$ cat config.mk
export PLATFORM = sky130hd
export DESIGN_NAME = mlic_top
export DESIGN_NICKNAME = d
export VERILOG_FILES = /design/src/hdl/mlic_pkg.sv /design/src/hdl/mlic_level_arb.sv /design/src/hdl/mlic_top.sv
export SDC_FILE = /design/constraint.sdc
export NUM_CORES = 1
export LEC_CHECK = 0
export ABC_CLOCK_PERIOD_IN_PS = 8100
export BUFFER_PORTS_ARGS = -buffer_cell sky130_fd_sc_hd__buf_2
export CORE_MARGIN = 4
export CORE_UTILIZATION = 53
export CTS_BUF_LIST = sky130_fd_sc_hd__clkbuf_4 sky130_fd_sc_hd__clkbuf_8
export DETAILED_ROUTE_END_ITERATION = 7
export PLACE_DENSITY = 0.78
export SETUP_SLACK_MARGIN = 0.02
export SLEW_MARGIN = 20
export SYNTH_ARGS = -nofsm -noshare
export SYNTH_HDL_FRONTEND = slang
export SYNTH_SLANG_ARGS = --single-unit
export TNS_END_PERCENT = 5
$ cat constraint.sdc
create_clock -name clk_i -period 8.1 [get_ports clk_i]
set_input_delay 1.62 -clock clk_i [delete_from_list [all_inputs] [get_ports clk_i]]
set_output_delay 1.62 -clock clk_i [all_outputs]
set_load 0.05 [all_outputs]
$ cat src/hdl/mlic_pkg.sv
package mlic_pkg;

  // ----------------------------------------------------------------
  // Vector map, program word addresses
  // ----------------------------------------------------------------
  localparam int unsigned VEC_W = 12;

  localparam logic [11:0] RESET_VECTOR              = 12'h000;
  localparam logic [11:0] OSC_FAIL_VECTOR           = 12'h002;
  localparam logic [11:0] PORT_C_VECTOR_BASE        = 12'h004;
  localparam logic [11:0] TIMER_C_TYPE0_VECTOR_BASE = 12'h01C;
  localparam logic [11:0] SERIAL_PERIPH_C_VECTOR    = 12'h030;
  localparam logic [11:0] TIMER_F_TYPE0_VECTOR_BASE = 12'h0D8;

  // Source slot i takes entry i of this table
  localparam int unsigned MAX_SRC = 8;
  localparam logic [7:0][11:0] SRC_BASE_TBL = {
    12'h032, SERIAL_PERIPH_C_VECTOR, 12'h028, TIMER_C_TYPE0_VECTOR_BASE,
    12'h018, 12'h014, 12'h008, PORT_C_VECTOR_BASE};

  typedef enum logic [1:0] {
    LVL_LO,
    LVL_MED,
    LVL_HI,
    LVL_NMI
  } mlic_level_type;

  // ----------------------------------------------------------------
  // Register offsets and fields
  // ----------------------------------------------------------------
  localparam logic [11:0] REG_CTRL     = 12'h000;
  localparam logic [11:0] REG_STATUS   = 12'h004;
  localparam logic [11:0] REG_FLAGS    = 12'h008;
  localparam logic [11:0] REG_MASK     = 12'h00C;
  localparam logic [11:0] REG_SRC_BASE = 12'h040;

  localparam int unsigned CTRL_RR_EN    = 3;
  localparam int unsigned CTRL_BOOT_SEL = 4;
  localparam logic [4:0]  CTRL_RST      = 5'h00;

  localparam int unsigned CFG_EN_POS  = 0;
  localparam int unsigned CFG_LVL_POS = 1;
  localparam int unsigned CFG_VEC_POS = 16;
  localparam int unsigned STS_LAST_POS = 8;

  localparam int unsigned FLG_ACK     = 0;
  localparam int unsigned FLG_PREEMPT = 1;
  localparam int unsigned FLG_NMI     = 2;
  localparam logic [2:0]  FLG_RST     = 3'h0;

endpackage

$ cat src/hdl/mlic_level_arb.sv
`timescale 1ns/1ps

module mlic_level_arb import mlic_pkg::*; #(
  parameter int unsigned N  = 8,
  parameter int unsigned IW = 3
) (
  input  wire logic [N-1:0]            req_i,   // Pending sources of this level
  input  wire logic [N-1:0][VEC_W-1:0] vec_i,   // Table vector per source
  input  wire logic                    rr_en_i, // Rotating priority
  input  wire logic [IW-1:0]           last_i,  // Last served source
  output logic                         valid_o, // Some source pending
  output logic [IW-1:0]                idx_o    // Chosen source
);

  // The index must name every source
  if (N < 1 || N > (1 << IW)) begin : g_bad_n
    $error("N does not fit the index width");
  end

  always_comb begin
    logic [VEC_W-1:0] best;
    int               pos;
    best    = '1;
    pos     = 0;
    valid_o = 1'b0;
    idx_o   = '0;
    if (rr_en_i) begin
      // Start just after the last served one, so it ranks last
      for (int k = 0; k < N; k++) begin
        pos = (int'(last_i) + 1 + k) % N;
        if (!valid_o && req_i[pos]) begin
          valid_o = 1'b1;
          idx_o   = IW'(pos);
        end
      end
    end else begin
      for (int i = 0; i < N; i++) begin
        if (req_i[i] && (!valid_o || vec_i[i] < best)) begin
          valid_o = 1'b1;
          idx_o   = IW'(i);
          best    = vec_i[i];
        end
      end
    end
  end

endmodule // mlic_level_arb

$ cat src/hdl/mlic_top.sv
// Summary of operation
// - Sources request only while enabled and pending
// - Each source picks low, medium or high
// - Medium request preempts a running low handler
// - High request preempts medium and low handlers
// - Same level: smallest vector address wins
// - Optional round-robin among low-level requests
// - Oscillator failure is non-maskable, vector 0x002
// - Acknowledge hands the vector to the core
// - Vector is peripheral base plus offset
// - Vectors are program word addresses
// - Table relocates to application or boot start
// - Base vectors follow the fixed map
// - Single-interrupt peripheral uses its table address
//
// The APB register port and the register addresses were decided locally.
`timescale 1ns/1ps

module mlic_top import mlic_pkg::*; #(
  parameter int unsigned       NUM_SRC   = 8,
  parameter logic [VEC_W-1:0]  BOOT_BASE = 12'h800,
  parameter logic [4*8-1:0]    SRC_OFS   = '0
) (
  input  wire logic               clk_i,       // System clock, 20 MHz
  input  wire logic               rstn_i,      // Async reset, active low
  input  wire logic               psel_i,      // APB select
  input  wire logic               penable_i,   // APB enable
  input  wire logic               pwrite_i,    // APB direction
  input  wire logic [11:0]        paddr_i,     // APB byte address
  input  wire logic [31:0]        pwdata_i,    // APB write data
  output logic                    pready_o,    // APB ready
  output logic [31:0]             prdata_o,    // APB read data
  output logic                    pslverr_o,   // APB error
  input  wire logic [NUM_SRC-1:0] irq_req_i,   // Peripheral conditions
  input  wire logic               osc_fail_i,  // Oscillator failure
  input  wire logic               cpu_ack_i,   // Core takes vector
  input  wire logic               cpu_reti_i,  // Core returns
  output logic                    irq_valid_o, // Vector offered
  output logic [VEC_W-1:0]        vector_o,    // Word address
  output logic [1:0]              level_o,     // Offered level
  output logic [2:0]              src_o,       // Offered source
  output logic                    irq_o        // Flag interrupt
);

  localparam int unsigned IDXW = 3;

  // Slot table and index width hold eight sources at most
  if (NUM_SRC < 2 || NUM_SRC > MAX_SRC) begin : g_bad_num_src
    $error("NUM_SRC must lie between 2 and 8");
  end

  // ----------------------------------------------------------------
  // State
  // ----------------------------------------------------------------
  typedef struct packed {
    logic [1:0]               osc_sync;
    logic [4:0]               ctrl;
    logic [NUM_SRC-1:0]       en;
    logic [NUM_SRC-1:0][1:0]  lvl;
    logic [3:0]               active;
    logic [IDXW-1:0]          last_lo;
    logic [2:0]               flags;
    logic [2:0]               mask;
    logic                     irq;
    logic                     irq_valid;
    logic [VEC_W-1:0]         vector;
    logic [1:0]               level;
    logic [IDXW-1:0]          src;
    logic                     pready;
    logic                     pslverr;
    logic [31:0]              prdata;
  } mlic_state_type;

  mlic_state_type q;
  mlic_state_type d;

  logic [NUM_SRC-1:0][VEC_W-1:0] src_vec;
  logic [NUM_SRC-1:0]            req_eff;
  logic [2:0][NUM_SRC-1:0]       lvl_req;
  logic [2:0]                    arb_v;
  logic [2:0][IDXW-1:0]          arb_idx;

  // ----------------------------------------------------------------
  // Request qualification and per-level arbitration
  // ----------------------------------------------------------------
  always_comb begin
    for (int i = 0; i < NUM_SRC; i++) begin
      src_vec[i] = SRC_BASE_TBL[i] + {8'h00, SRC_OFS[i*4 +: 4]};
    end
  end

  assign req_eff = irq_req_i & q.en;

  generate
    for (genvar l = 0; l < 3; l++) begin : g_lvl
      for (genvar i = 0; i < NUM_SRC; i++) begin : g_src
        // Level-enable bits sit at the level's own code in CTRL
        assign lvl_req[l][i] = req_eff[i] && (q.lvl[i] == 2'(l)) && q.ctrl[l];
      end
      mlic_level_arb #(
        .N  (NUM_SRC),
        .IW (IDXW)
      ) u_arb (
        .req_i   (lvl_req[l]),
        .vec_i   (src_vec),
        .rr_en_i (l == 0 && q.ctrl[CTRL_RR_EN]),
        .last_i  (q.last_lo),
        .valid_o (arb_v[l]),
        .idx_o   (arb_idx[l])
      );
    end
  endgenerate

  // ----------------------------------------------------------------
  // Next state
  // ----------------------------------------------------------------
  always_comb begin
    logic                 win_v;
    logic [1:0]           win_lvl;
    logic [IDXW-1:0]      win_idx;
    logic [VEC_W-1:0]     reloc;
    logic [VEC_W-1:0]     tbl_vec;
    logic                 acc;
    logic                 ack;
    logic [11:0]          off;
    logic                 cfg_hit;
    logic [IDXW-1:0]      ci;
    logic [1:0]           wlvl;
    win_v   = 1'b0;
    win_lvl = LVL_LO;
    win_idx = '0;
    reloc   = '0;
    tbl_vec = '0;
    acc     = psel_i & penable_i;
    ack     = cpu_ack_i & q.irq_valid;
    off     = paddr_i - REG_SRC_BASE;
    cfg_hit = (paddr_i >= REG_SRC_BASE) && (off[11:2] < 10'(NUM_SRC))
              && (off[1:0] == 2'b00);
    ci      = off[2 +: IDXW];
    wlvl    = pwdata_i[CFG_LVL_POS +: 2];
    d       = q;

    d.osc_sync = {q.osc_sync[0], osc_fail_i};

    // Winner: a level is eligible only above every active level
    if (q.osc_sync[1] && !q.active[LVL_NMI]) begin
      win_v   = 1'b1;
      win_lvl = LVL_NMI;
    end else if (arb_v[2] && q.active[3:2] == 2'b00) begin
      win_v   = 1'b1;
      win_lvl = LVL_HI;
      win_idx = arb_idx[2];
    end else if (arb_v[1] && q.active[3:1] == 3'b000) begin
      win_v   = 1'b1;
      win_lvl = LVL_MED;
      win_idx = arb_idx[1];
    end else if (arb_v[0] && q.active == 4'h0) begin
      win_v   = 1'b1;
      win_lvl = LVL_LO;
      win_idx = arb_idx[0];
    end

    if (q.ctrl[CTRL_BOOT_SEL]) begin
      reloc = BOOT_BASE;
    end
    tbl_vec = (win_lvl == LVL_NMI) ? OSC_FAIL_VECTOR : src_vec[win_idx];

    // Return clears only the topmost active level
    if (cpu_reti_i) begin
      if (q.active[3]) begin
        d.active[3] = 1'b0;
      end else if (q.active[2]) begin
        d.active[2] = 1'b0;
      end else if (q.active[1]) begin
        d.active[1] = 1'b0;
      end else begin
        d.active[0] = 1'b0;
      end
    end

    // Offer is withdrawn in the ack cycle so it is not taken twice
    if (ack) begin
      d.irq_valid       = 1'b0;
      d.active[q.level] = 1'b1;
      if (q.level == LVL_LO) begin
        d.last_lo = q.src;
      end
    end else begin
      d.irq_valid = win_v;
      d.vector    = reloc + tbl_vec;
      d.level     = win_lvl;
      d.src       = win_idx;
    end

    // ---------------- APB slave ----------------
    // Answer one edge into the access phase; write effects one edge later
    d.pready = acc & ~q.pready;
    if (acc & ~q.pready) begin
      d.pslverr = 1'b0;
      d.prdata  = '0;
      if (paddr_i == REG_CTRL) begin
        d.prdata[4:0] = q.ctrl;
      end else if (paddr_i == REG_STATUS) begin
        d.prdata[3:0] = q.active;
        d.prdata[STS_LAST_POS +: IDXW] = q.last_lo;
      end else if (paddr_i == REG_FLAGS) begin
        d.prdata[2:0] = q.flags;
      end else if (paddr_i == REG_MASK) begin
        d.prdata[2:0] = q.mask;
      end else if (cfg_hit) begin
        d.prdata[CFG_EN_POS]          = q.en[ci];
        d.prdata[CFG_LVL_POS +: 2]    = q.lvl[ci];
        d.prdata[CFG_VEC_POS +: VEC_W] = src_vec[ci];
      end else begin
        d.pslverr = 1'b1;
      end
    end else if (!acc) begin
      d.pslverr = 1'b0;
      d.prdata  = '0;
    end

    if (acc && q.pready && pwrite_i && !q.pslverr) begin
      if (paddr_i == REG_CTRL) begin
        d.ctrl = pwdata_i[4:0];
      end else if (paddr_i == REG_MASK) begin
        d.mask = pwdata_i[2:0];
      end else if (cfg_hit) begin
        d.en[ci]  = pwdata_i[CFG_EN_POS];
        // The NMI code is not selectable by software
        d.lvl[ci] = (wlvl == LVL_NMI) ? LVL_HI : wlvl;
      end
    end

    // Flags: read clears, a same-cycle event still lands
    // Clear only what was read; a flag set after the capture survives
    if (acc && q.pready && !pwrite_i && paddr_i == REG_FLAGS) begin
      d.flags = q.flags & ~q.prdata[2:0];
    end
    if (ack) begin
      d.flags[FLG_ACK] = 1'b1;
      if (q.active != 4'h0) begin
        d.flags[FLG_PREEMPT] = 1'b1;
      end
      if (q.level == LVL_NMI) begin
        d.flags[FLG_NMI] = 1'b1;
      end
    end
    d.irq = |(d.flags & d.mask);
  end

  // ----------------------------------------------------------------
  // Registers
  // ----------------------------------------------------------------
  always_ff @(posedge clk_i or negedge rstn_i) begin
    if (!rstn_i) begin
      q           <= '0;
      q.ctrl      <= CTRL_RST;
      q.flags     <= FLG_RST;
      q.vector    <= RESET_VECTOR;
    end else begin
      q <= d;
    end
  end

  assign pready_o    = q.pready;
  assign prdata_o    = q.prdata;
  assign pslverr_o   = q.pslverr;
  assign irq_valid_o = q.irq_valid;
  assign vector_o    = q.vector;
  assign level_o     = q.level;
  assign src_o       = q.src;
  assign irq_o       = q.irq;

  // ----------------------------------------------------------------
  // Checks
  // ----------------------------------------------------------------
  AST_NO_ENABLED_NO_OFFER: assert property (
    @(posedge clk_i) disable iff (!rstn_i)
    (q.en == '0 && !q.osc_sync[1] && !q.osc_sync[0]) |=> !irq_valid_o)
    else $error("offer without any enabled source");

  AST_NMI_VECTOR: assert property (
    @(posedge clk_i) disable iff (!rstn_i)
    (irq_valid_o && level_o == LVL_NMI) |->
      vector_o == OSC_FAIL_VECTOR + ($past(q.ctrl[CTRL_BOOT_SEL]) ? BOOT_BASE : 12'h000))
    else $error("wrong NMI vector");

  AST_NO_EQUAL_PREEMPT: assert property (
    @(posedge clk_i) disable iff (!rstn_i)
    (irq_valid_o && !$past(cpu_reti_i)) |-> ($past(q.active) >> level_o) == 4'h0)
    else $error("offer at or below an active level");

  AST_MED_OVER_LO: assert property (
    @(posedge clk_i) disable iff (!rstn_i)
    (q.active == 4'h1 && arb_v[1] && !q.irq_valid && !cpu_reti_i)
      |=> irq_valid_o && level_o != LVL_LO)
    else $error("medium request did not preempt low handler");

  AST_HI_OVER_MED: assert property (
    @(posedge clk_i) disable iff (!rstn_i)
    (q.active[3:1] == 3'b001 && arb_v[2] && !q.irq_valid && !cpu_reti_i)
      |=> irq_valid_o && level_o[1])
    else $error("high request did not preempt medium handler");

  AST_ACK_SETS_ACTIVE: assert property (
    @(posedge clk_i) disable iff (!rstn_i)
    (cpu_ack_i && irq_valid_o && !cpu_reti_i)
      |=> q.active[$past(level_o)] && !irq_valid_o)
    else $error("acknowledge not recorded");

  AST_RETI_TOPMOST: assert property (
    @(posedge clk_i) disable iff (!rstn_i)
    (cpu_reti_i && !cpu_ack_i && q.active[3])
      |=> q.active == {1'b0, $past(q.active[2:0])})
    else $error("return cleared the wrong level");

  AST_WORD_VECTOR: assert property (
    @(posedge clk_i) disable iff (!rstn_i)
    (irq_valid_o && level_o != LVL_NMI && !$past(q.ctrl[CTRL_BOOT_SEL]))
      |-> vector_o == src_vec[src_o])
    else $error("vector is not base plus offset");

  AST_RR_LAST: assert property (
    @(posedge clk_i) disable iff (!rstn_i)
    (cpu_ack_i && irq_valid_o && level_o == LVL_LO) |=> q.last_lo == $past(src_o))
    else $error("round-robin pointer not updated");

  AST_RETI_HI: assert property (
    @(posedge clk_i) disable iff (!rstn_i)
    (cpu_reti_i && !cpu_ack_i && q.active[3:2] == 2'b01)
      |=> q.active == {2'b00, $past(q.active[1:0])})
    else $error("return did not clear the high level");

  AST_OFFER_ENABLED: assert property (
    @(posedge clk_i) disable iff (!rstn_i)
    (irq_valid_o && level_o != LVL_NMI)
      |-> |($past(req_eff) & (NUM_SRC'(1) << src_o)))
    else $error("offer for a source not enabled and pending");

  AST_ACK_FLAG: assert property (
    @(posedge clk_i) disable iff (!rstn_i)
    (cpu_ack_i && irq_valid_o) |=> q.flags[FLG_ACK])
    else $error("acknowledge flag lost");

  AST_NMI_NO_NEST: assert property (
    @(posedge clk_i) disable iff (!rstn_i)
    q.active[LVL_NMI] |-> !(irq_valid_o && level_o == LVL_NMI))
    else $error("nested non-maskable offer");

endmodule // mlic_top

-- Word-level counts from Yosys, hierarchy flattened
Memory sizes are Yosys's and may differ from the RTL's.
Cells that the tools add are included.
- bits in registers: 97
- input port bits: 60
- memories: 2
- memory bits (read-only): 192
- output and inout bits: 53
- memory list (memory ; words ; bits a word ; read ports ; clocked after memory_dff ; write ports ; RTL line ; text):
    (no name shown) ; 8 ; 12 ; 1 ; 0 ; 0 ; mlic_top.sv:213 ; d.prdata[CFG_VEC_POS +: VEC_W] = src_vec[ci];
    (no name shown) ; 8 ; 12 ; 1 ; 0 ; 0 ; mlic_top.sv:166 ; tbl_vec = (win_lvl == LVL_NMI) ? OSC_FAIL_VECTOR : src_vec[win_idx];
- reduce and logical (&&, ||, !) cells: 160
- mux-type cells: 184
- $lt $le $gt $ge: 36
- add/subtract/negate cells: 10
- bitwise operators: 11
- eq/ne operators: 23
- operators by type and width (cell ; number):
    $mux 12 ; 37
    $mux 3 ; 38
    $lt 5x12->1 const A ; 9
    $lt 6x12->1 const A ; 9
    $logic_and 1x1->1 ; 89
    $mux 1 ; 77
    $mux 33 ; 2
    $lt 3x4->1 const B ; 10
    $lt 4x12->1 const A ; 3
    $logic_not 1->1 ; 31
    $bmux 1 s3 ; 9
    $eq 12x4->1 const B ; 2
    $mux 2 ; 12
    $eq 2x2->1 const B ; 11
    $logic_not 2->1 ; 11
    $logic_or 1x1->1 ; 21
    $bwmux 16 ; 1
    $eq 2x1->1 const B ; 8
    $add 12x12->12 ; 1
    $add 3x3->3 const B ; 4
    $eq 12x3->1 const B ; 1
    $ge 12x7->1 const B ; 1
    $logic_not 12->1 ; 1
    $sub 12x7->12 const B ; 1
    other kinds (26) ; 35

-- Longest topological paths before layout
Gate-level depths: netlist of run 1.
- depth after elaboration: 49
- gate-level depth with buffers: 15

-- By module
A second synthesis of run 1 with hierarchy kept.
- cells, all modules: 2081
- area total of the unflattened synthesis: 16077.9 µm²
- by module, submodules not included (module ; seq. area each (µm²) ; cells each ; area an instance (µm²) ; instances):
    mlic_level_arb at g_lvl[2].u_arb ; 0.0 ; 575 ; 4152.7 ; 1
    mlic_top ; 1801.7 ; 402 ; 4035.1 ; 1
    mlic_level_arb at g_lvl[0].u_arb ; 0.0 ; 538 ; 3946.3 ; 1
    mlic_level_arb at g_lvl[1].u_arb ; 0.0 ; 566 ; 3943.8 ; 1

-- Worst setup path before layout of run 1
No wires, ideal clock.
- path kind: input to register
- from: input port irq_req_i[2]
- to: register q (netlist bit vector_o[4])
- setup time: 121 ps
- slack: 3986 ps
- data required time: 7979 ps
- buffers on the path: 1
- arrival time: 3993 ps
- stages: 10
- path through: and4bb_2 -> a22oi_2 -> buf_6 -> mux4_2 -> a32oi_4 -> a2111oi_4 -> or2_1 -> o41ai_1 -> o211ai_1 -> a22o_1
- cells in the longest elaborated chain, start to end: 44
- elaborated cells between the ends (all ways): 201
- classes of those cells: add/sub: 1; order compare: 15; eq/ne: 1; mux: 111; bitwise: 1; reduce/logical: 71; memory: 1
- ends and longest elaborated chain (what ; RTL line ; text):
    from (decl) ; mlic_top.sv:34 ; input wire logic [NUM_SRC-1:0] irq_req_i,
    $and 8x8->8 * ; mlic_top.sv:92 ; assign req_eff = irq_req_i & q.en;
    parallel branches: the longest is 41 deep, another holds $lt 5x12->1 ; - ;
    $mux 12 * ; mlic_top.sv:166 ;
    $add 12x12->12 * ; mlic_top.sv:190 ; d.vector = reloc + tbl_vec;
    to (decl) ; mlic_top.sv:74 ; mlic_state_type q;
Mark *: on every way between the ends. The select of a mux whose other input is x is not followed.
A chain may end at the register's enable or synchronous reset.

-- Worst setup path after layout of run 1
- from: register q[59] in the netlist's numbering
- to: register q (netlist bit vector_o[4])
- cells in the longest elaborated chain, start to end: 42
- elaborated cells between the ends (all ways): 72
- classes of those cells: add/sub: 9; mux: 47; reduce/logical: 15; memory: 1
- ends and longest elaborated chain (what ; RTL line ; text):
    $add 3x1->3 * ; - ;
    parallel branches: the longest is 33 deep, another holds $add 3x1->3 ; - ;
    $mux 3 * ; mlic_top.sv:157 ; end else if (arb_v[0] && q.active == 4'h0) begin
    $mux 3 * ; mlic_top.sv:153 ; end else if (arb_v[1] && q.active[3:1] == 3'b000) begin
    $mux 3 * ; mlic_top.sv:149 ; end else if (arb_v[2] && q.active[3:2] == 2'b00) begin
    $mux 3 * ; mlic_top.sv:146 ; if (q.osc_sync[1] && !q.active[LVL_NMI]) begin
    $mem_v2 8x12 * ; - ;
    $mux 12 (not written as such) * ; mlic_top.sv:166 ;
    $mux 12 * ; mlic_top.sv:166 ;
    $add 12x12->12 * ; mlic_top.sv:190 ;
Marks and branches as above.

==> metrics.txt, run 1 <==
number of cells traversed by the worst hold path=0; clk slew on worst S/H paths=90 ps; Site Rows=36; vias in the first global route=4,369; DRC violation count after routing=0; Setup TNS Final=0 ps; final worst hold slack=367 ps; Congestion Overflow GR=0; largest net degree at the start of global routing=73; number of routed nets with antenna violations=0; DR WL/cell=19.8 um; number of antenna violations at the first check in global routing=0; Register-to-Register Setup Slack=3370 ps; floorplan die width=110 um; Total Routed Length=14,400 um; fraction of final layout cells sized beyond drive strength 1=27.8%; Total Die Area=12,000 um^2; R2R Path Start=q[59]; nature of the critical path endpoint=register; first-pass iteration count of the detailed router=6; CTS tree=done; result of the run=finished clean; arithmetic-cell share of the synthesized area counting full adders, half adders and majority gates=0.458%; Syn-to-layout area delta=5.25%; part of the Yosys area used for sequential elements=33.0%; netlist area before placement=5460 um^2; Final Hold Fails=0; wire length of the first global-routing pass=23,100 um; commonest register cell after synthesis=dfrtp_1; final setup violation count=0; insertion delay of the later-clocked pin in the worst-skew pair=360 ps; reg2reg end=vector_o[4]; number of H-tree branching levels=3; max capacitance violation total=0; number of nets in the layout=647; Inserted Diodes=0; Fmax=211 MHz; clk_skew=19.4 ps; max incr delay on CP=590 ps; PD cells=158 nW/um^2; list of cells traversed by the critical path=buf_4, inv_1, ha_1, and2b_1, a22oi_2, mux4_2, a32oi_4, a2111oi_4, or2_1, o41ai_1, o211ai_1, a22o_1; Tightest Pin Transition=914 ps; Longest Clk Path Bufs=2; worst endpoint data arrival time=4980 ps; XOR/XNOR Fraction of Synth Area=1.60%; global-route total usage across every layer=24.8%; area of the core=9910 um^2; RSZ-0062 raised after global routing=false; effective utilization at floorplan=55.1%; dominant combinational cell family by area after synthesis=simple AND/OR/NAND/NOR gates; buffer cell driving the clock tree root=clkbuf_8; Die Y-Extent=110 um; # clock sinks=72; complex-gate fraction of the synthesized area=19.6%; worst slew margin relative to its limit=39.1%; origin of the worst min-delay path=d[96]; number of pins with negative max-slew slack in the final report=0; average footprint of a synthesized cell=9.70 um^2; post-CTS setup buffer count=0; number of synthesis warnings=0; total of flip-flops plus latches after synthesis=72; Post-CTS Hold Buffers=0; Slowest cell on crit path=ha_1; category of the most critical setup path=reg2reg; number of CTS-inserted buffers=9; maximum VDD drop=105 uV; Simple-Gate Fraction of Synth Area=19.7%; average via count per standard cell=6.45; count of instances resized after the clock tree is built=0; multiplexer area fraction after synthesis=16.0%; GPL Wtd Cong=0.904; I/O pin total=113; end of the worst hold path=q[96]; CP max FO=28; R2R cell count=12; count of flip-flops with a built-in enable after synthesis=0; dpl hpwl=10,600 um; async set-or-reset flop fraction in the synthesized netlist=100%; leakage power=2.51 nW; sort of element at the start of the critical path=register; Tcrit/Tclk final=58.4%; vias after detailed routing=4,666; violation count after the first detailed-route iteration=411; unique cell type count in the Yosys netlist=77; min Tclk post-route=4730 ps; number of buffers inserted by port buffering=60; post-synthesis cell count=563; path class of the lowest-slack min-delay path=reg2reg; CP Data Required Time=8350 ps
==> worst max path at each step <==
stage	start	endpoint	depth (start not counted)
2_1_floorplan	irq_req_i[2]	vector_o[4]	10
3_3_place_gp	irq_req_i[6]	vector_o[4]	10
3_5_place_dp	irq_req_i[6]	vector_o[4]	10
4_1_cts	q[59]	vector_o[4]	12
5_1_grt	q[59]	vector_o[4]	12
6_report	q[59]	vector_o[4]	12
==> where the power goes <==
group | switching, mW | internal, mW
clock network | 0.140 | 0.158
registers | 0.0117 | 0.370
logic | 0.156 | 0.0708
==> metrics by stage <==
step / total power, mW / std cells / instance area (um^2) / util (%) / setup slack [ps]
3_3_place_gp: 0.608 / 707 / 5540 / 55.9 / 3420
6_report: 0.906 / 723 / 5750 / 58.0 / 3370
3_5_place_dp: 0.611 / 707 / 5540 / 55.9 / 3380
2_1_floorplan: 0.573 / 587 / 5550 / - / 3990
4_1_cts: 0.907 / 723 / 5750 / 58.0 / 3430
5_1_grt: 0.944 / 723 / 5750 / 58.0 / 3080
==> cells in the final DEF (no fill, tap or decap), types with 6 or more instances in the layout <==
cell type and n:
a22o_1 8, and4bb_2 8, a211oi_1 7, inv_1 9
mux2_2 39, clkbuf_8 11, a21oi_1 16, nor2_1 34
a22oi_2 7, conb_1 25, buf_2 60, mux2i_1 13
dfrtp_1 72, o31ai_1 7, nand2_1 61, o21ai_0 33
or3_1 6, mux4_2 10, nor3_1 18, a31oi_1 9
nand3_1 12, nand4_1 6, nand2b_1 7
==> synth_stat cells, types with 7 or more instances <==
| library cell | count | area share, % |
|---|---|---|
| o21ai_0 | 33 | 3.0 |
| clkbuf_1 | 20 | 1.4 |
| nor3_1 | 18 | 1.6 |
| nor2_1 | 34 | 2.3 |
| a211oi_1 | 7 | 0.96 |
| mux2_2 | 39 | 8.0 |
| nand2b_1 | 7 | 0.80 |
| dfrtp_1 | 72 | 33 |
| a31oi_1 | 9 | 1.0 |
| nand3_1 | 12 | 1.1 |
| nand2_1 | 61 | 4.2 |
| mux2i_1 | 13 | 2.4 |
| inv_1 | 9 | 0.62 |
| o31ai_1 | 7 | 0.96 |
| and4bb_2 | 8 | 1.8 |
| buf_4 | 49 | 6.7 |
| a22o_1 | 8 | 1.3 |
| mux4_2 | 10 | 4.1 |
| a21oi_1 | 16 | 1.5 |
| a22oi_2 | 7 | 1.6 |
==> worst max-delay path: cells and delay by family, from the launching register on <==
| kind | cells | cell delay (ps) |
|---|---|---|
| compound gates | 6 | 1660 |
| simple gates | 2 | 850 |
| buf+inv | 2 | 620 |
| fa+ha+maj | 1 | 590 |
| mux | 1 | 560 |
| flops | 1 | 330 |
==> metal layers <==
layer  global-route usage, %  wire length, um  vias up
met3                    3.93             1060       31
met2                    40.5             6970      237
met5                       0                0        -
li1                        -                -     2090
met1                    33.9             5970     2308
met4                    7.84              352        0
==> sequential cells by signal (all words and copies together), names as in the netlist <==
name and count:
q 43, prdata_o 13, vector_o 6, src_o 3, level_o 2, d 1
irq_o 1, irq_valid_o 1, pready_o 1, pslverr_o 1
==> final cells by class <==
| type | count | area, um^2 |
|---|---|---|
| flip-flops and latches | 72 | 1800 |
| well taps | 133 | 166 |
| repair buffers | 62 | 315 |
| clock buffers | 11 | 151 |
| fillers | 862 | 4160 |
| inverters | 9 | 33.8 |
| multi-input cells | 431 | 3230 |
| clock inverters | 5 | 55.1 |
==> logic make-up after synthesis <==
| family | count (synthesis) |
|---|---|
| AND/OR/NAND/NOR | 196 |
| buffers and inverters | 84 |
| flip-flops | 72 |
| adder cells (fa/ha/maj) | 2 |
| multiplexers | 65 |
| AO/OA/AOI/OAI | 139 |
| other | 1 |
| XOR/XNOR | 4 |
No activity file was read; power rests on OpenSTA's default activity.
==> inputs of run 2 (changes only) <==
--- a/config.mk
+++ b/config.mk
@@ -5,13 +5,13 @@
 export SDC_FILE = /design/constraint.sdc
 export NUM_CORES = 1
 export LEC_CHECK = 0
-export ABC_CLOCK_PERIOD_IN_PS = 8100
+export ABC_CLOCK_PERIOD_IN_PS = 4300
 export BUFFER_PORTS_ARGS = -buffer_cell sky130_fd_sc_hd__buf_2
 export CORE_MARGIN = 4
-export CORE_UTILIZATION = 53
+export CORE_UTILIZATION = 52
 export CTS_BUF_LIST = sky130_fd_sc_hd__clkbuf_4 sky130_fd_sc_hd__clkbuf_8
 export DETAILED_ROUTE_END_ITERATION = 7
-export PLACE_DENSITY = 0.78
+export PLACE_DENSITY = 0.79
 export SETUP_SLACK_MARGIN = 0.02
 export SLEW_MARGIN = 20
 export SYNTH_ARGS = -nofsm -noshare
==> constraint.sdc (replaced) <==
create_clock -name clk_i -period 4.3 [get_ports clk_i]
set_input_delay 0.86 -clock clk_i [delete_from_list [all_inputs] [get_ports clk_i]]
set_output_delay 0.86 -clock clk_i [all_outputs]
set_load 0.05 [all_outputs]
==> run 2 against run 1 <==
Compared with the run above:
- register-to-register slack got worse by 3000 ps
- global-route usage shrank 1.9 points
- combinational power grew 93%
- clock-buffer cell count stayed put
- power increased by 86%
- via count decreased by 0.62%
- critical path type unchanged
- highest routed layer unchanged
==> metrics.txt, run 2 (synthesis results as in run 1) <==
Die Y-Extent=110 um; vias in the first global route=4,535; final setup violation count=0; detailed-route wire length on metal 1=5520 um; I/O pin total=113; post-CTS setup buffer count=0; Syn-to-layout area delta=5.57%; PD cells=292 nW/um^2; placed insts=714; number of antenna violations at the first check in global routing=0; global-route total usage across every layer=22.9%; largest net degree at the start of global routing=32; category of the most critical setup path=reg2reg; floorplan die width=110 um; Post-CTS Hold Buffers=0; CP Data Required Time=4550 ps; average via count per standard cell=6.36; insertion delay of the later-clocked pin in the worst-skew pair=360 ps; fraction of final layout cells sized beyond drive strength 1=28.2%; number of routed nets with antenna violations=0; Congestion Overflow GR=0; Final Hold Fails=0; clk slew on worst S/H paths=70 ps; CP max FO=27; number of buffers inserted by port buffering=60; vias after detailed routing=4,637; Detail Route met3 WL=1310 um; RSZ-0062 raised after global routing=false; Inserted Diodes=0; number of H-tree branching levels=3; count of instances resized after the clock tree is built=0; max capacitance violation total=0; clk_skew=8.91 ps; largest register by flop count=q; CTS tree=done; Setup TNS Final=0 ps; leakage power=2.53 nW; total met2 wirelength after detailed routing=6490 um; min Tclk post-route=3900 ps; Total Die Area=12,200 um^2; top routing layer in use=met4; effective utilization at floorplan=53.2%; first-pass iteration count of the detailed router=5; number of CTS-inserted buffers=9; top library cells by usage in the layout, fill and taps aside=72 x dfrtp_1, 61 x nand2_1, 60 x buf_2; number of pins with negative max-slew slack in the final report=0; path class of the lowest-slack min-delay path=reg2reg; Tcrit/Tclk final=90.7%; fin area=5770 um^2; result of the run=finished clean; sort of element at the start of the critical path=register; nature of the critical path endpoint=register; filler cell count in the final layout=908; Finished Layout Cells=729; wire length of the first global-routing pass=22,900 um; DRC violation count after routing=0; Tightest Pin Transition=722 ps; most frequent standard cell in the layout excluding fill and tap cells=dfrtp_1; # clock sinks=72; DR WL/cell=19.1 um; number of nets in the layout=651; Fmax=257 MHz; worst slew margin relative to its limit=51.5%; GPL Wtd Cong=0.952; worst endpoint data arrival time=4150 ps; flip-flop count of the largest register after layout=43; Site Rows=37; placed cell area=5580 um^2; Total Routed Length=13,900 um; violation count after the first detailed-route iteration=388; dpl hpwl=10,500 um; Final Total Pwr=1.69 mW; Longest Clk Path Bufs=2; buffer cell driving the clock tree root=clkbuf_8; area of the core=10,300 um^2; maximum VDD drop=268 uV
run 2: worst paths after layout:
path	start	endpoint	slack, ps	cells past startpoint
worst min-delay path	d[96]	q[96]	360	0
max in group asynchronous	rstn_i	d[96]	2990	2
worst min register to register	d[96]	q[96]	360	0
worst max register to register	q[59]	vector_o[4]	400	11
min in group asynchronous	rstn_i	src_o[2]	540	1
worst max-delay path	q[59]	vector_o[4]	400	11
run 2: final cells by class:
type | count | area (um^2) | area share [%]
clock inverters | 4 | 45.0 | 0.781
clock buffers | 11 | 145 | 2.52
well taps | 136 | 170 | 2.95
multi-input cells | 431 | 3230 | 55.9
flip-flops and latches | 72 | 1800 | 31.2
repair buffers | 66 | 345 | 5.99
inverters | 9 | 33.8 | 0.586
run 2: critical path, stage by stage (launching register included):
cell and delay, ps:
dfrtp_1 350, buf_4 300, ha_1 380, xor2_4 440, xnor2_4 240, mux2i_1 150
or4_4 590, a21oi_4 220, a311oi_1 150, o41ai_1 540, o211ai_1 200, a22o_1 220
run 2: through the flow:
step | setup slack [ps] | util [%] | hold WS (ps)
after floorplan | 350 | - | 331
after global placement | 448 | 54.3 | 336
after detailed placement | 399 | 54.3 | 344
after CTS | 433 | 56.1 | 359
after global routing | 240 | 56.1 | 370
final | 401 | 56.1 | 357
run 2: where the power goes:
group | switching (mW) | internal, mW | total [mW]
registers | 0.0217 | 0.698 | 0.719
clock network | 0.245 | 0.284 | 0.529
logic | 0.297 | 0.140 | 0.438
total | 0.564 | 1.12 | 1.69
run 2: metal layers:
metal	up-vias	global-route usage, %
li1	2096	-
met1	2191	29.5
met2	295	36.1
met3	55	4.99
met4	0	11.8
met5	-	0
==> inputs of run 3 (changes only) <==
--- a/config.mk
+++ b/config.mk
@@ -7,9 +7,9 @@
 export LEC_CHECK = 0
 export ABC_CLOCK_PERIOD_IN_PS = 4300
 export BUFFER_PORTS_ARGS = -buffer_cell sky130_fd_sc_hd__buf_2
-export CORE_MARGIN = 4
+export CORE_MARGIN = 8
 export CORE_UTILIZATION = 52
-export CTS_BUF_LIST = sky130_fd_sc_hd__clkbuf_4 sky130_fd_sc_hd__clkbuf_8
+export CTS_BUF_LIST = sky130_fd_sc_hd__clkbuf_4
 export DETAILED_ROUTE_END_ITERATION = 7
 export PLACE_DENSITY = 0.79
 export SETUP_SLACK_MARGIN = 0.02
==> run 3 against run 2 <==
Compared with the run above:
- die area rose by 15%
- clock-buffer cell count down 1
- critical path depth stayed put
- final cell count rose by 0.27%
- routed wire length grew 4.3%
- flip-flop and latch count is the same
- non-clock buffer count rose by 1
- clock power grew 4.7%
- cell area unchanged
- largest power group unchanged
==> metrics.txt, run 3 (synthesis results as in run 1) <==
result of the run=finished clean; Congestion Overflow GR=0; Syn-to-layout area delta=5.57%; worst slew margin relative to its limit=48.7%; post-CTS setup buffer count=0; Total Routed Length=14,500 um; filler cell count in the final layout=927; vias after detailed routing=4,678; # clock sinks=72; Site Rows=37; Final Hold Fails=0; area used by multi-input combinational logic=3230 um^2; placed cell area=5580 um^2; R2R Path Start=q[60]; fin area=5770 um^2; insertion delay of the later-clocked pin in the worst-skew pair=440 ps; number of routed nets with antenna violations=0; clk slew on worst S/H paths=130 ps; number of antenna violations at the first check in global routing=0; wire length of the first global-routing pass=23,700 um; Fmax=263 MHz; I/O pin total=113; max incr delay on CP=580 ps; Tightest Pin Transition=766 ps; DR WL/cell=19.9 um; first-pass iteration count of the detailed router=5; detailed-route wire length on metal 1=5970 um; most frequent standard cell in the layout excluding fill and tap cells=dfrtp_1; min Tclk post-route=3810 ps; number of CTS-inserted buffers=9; leakage power=2.53 nW; violation count after the first detailed-route iteration=391; fraction of final layout cells sized beyond drive strength 1=28.2%; worst endpoint data arrival time=4140 ps; max capacitance violation total=0; total met2 wirelength after detailed routing=6930 um; path class of the lowest-slack min-delay path=in2async; area of the core=10,300 um^2; Register-to-Register Setup Slack=490 ps; R2R cell count=11; average via count per standard cell=6.40; category of the most critical setup path=reg2reg; CP max FO=11; Setup Slack @ Placement=429 ps; Detail Route met3 WL=1100 um; reg2reg end=vector_o[4]; CP Data Required Time=4630 ps; number of buffers inserted by port buffering=60; Finished Layout Cells=731; number of H-tree branching levels=3; Critical path origin=q[60]; Total Die Area=14,000 um^2; clk_skew=14.7 ps; final setup violation count=0; Post-CTS Hold Buffers=0; Die Y-Extent=118 um; number of pins with negative max-slew slack in the final report=0; GPL Wtd Cong=0.911; endpoint of the worst setup timing path=vector_o[4]; RSZ-0062 raised after global routing=false; Worst Slack Setup Final=492 ps; largest net degree at the start of global routing=53; Slowest cell on crit path=or4_4; dpl hpwl=10,900 um; area of all sequential standard cells=1800 um^2; top library cells by usage in the layout, fill and taps aside=72 x dfrtp_1, 61 x nand2_1, 60 x buf_2; list of cells traversed by the critical path=ha_1, buf_4, and2_4, a22oi_1, mux2i_1, or4_4, a21oi_4, a311oi_1, o41ai_1, o211ai_1, a22o_1; top routing layer in use=met4; Setup TNS Final=0 ps; flip-flop count of the largest register after layout=43; Longest Clk Path Bufs=2; number of nets in the layout=652; Buf/Inv on CP=1; maximum VDD drop=210 uV; largest register by flop count=q; effective utilization at floorplan=53.2%; Tcrit/Tclk final=88.6%; floorplan die width=118 um; number of cells on the critical path=11; vias in the first global route=4,539; Inserted Diodes=0; nature of the critical path endpoint=register; global-route total usage across every layer=20.7%; buffer cell driving the clock tree root=clkbuf_4; sort of element at the start of the critical path=register; DRC violation count after routing=0; final worst hold slack=351 ps; placed insts=715; CTS tree=done; count of instances resized after the clock tree is built=0; Crit path max-delay family=compound AO/OA/AOI/OAI gates; PD cells=296 nW/um^2
==> run 3: layout make-up <==
class,count,share of cell area (%)
tap,136,2.95
multi-input combinational,431,55.9
timing repair buffer,67,6.12
sequential,72,31.2
inverter,9,0.586
clock buffer,10,1.30
clock inverter,6,1.87
==> run 3: where the power goes <==
group	internal [mW]	switching (mW)
registers	0.698	0.0222
logic	0.140	0.295
clock network	0.299	0.255
==> run 3: layer usage <==
| metal | GRT usage (%) | up-vias |
|---|---|---|
| met3 | 4.19 | 42 |
| met2 | 33.5 | 227 |
| met5 | 0 | - |
| li1 | - | 2090 |
| met1 | 26.5 | 2319 |
| met4 | 9.25 | 0 |
==> run 3: worst min path at each step <==
stage,startpoint,end,slack (ps),cells past startpoint
final,rstn_i,prdata_o[0],350,1
after global routing,rstn_i,irq_o,370,1
after CTS,rstn_i,irq_o,340,1
after detailed placement,d[96],q[96],340,0
after global placement,d[96],q[96],330,0
after floorplan,d[96],q[96],330,0
==> run 3: through the flow <==
step	util (%)	total power [mW]
6_report	56.1	1.71
5_1_grt	56.1	1.78
4_1_cts	56.1	1.71
3_5_place_dp	54.3	1.16
3_3_place_gp	54.3	1.15
2_1_floorplan	-	1.08
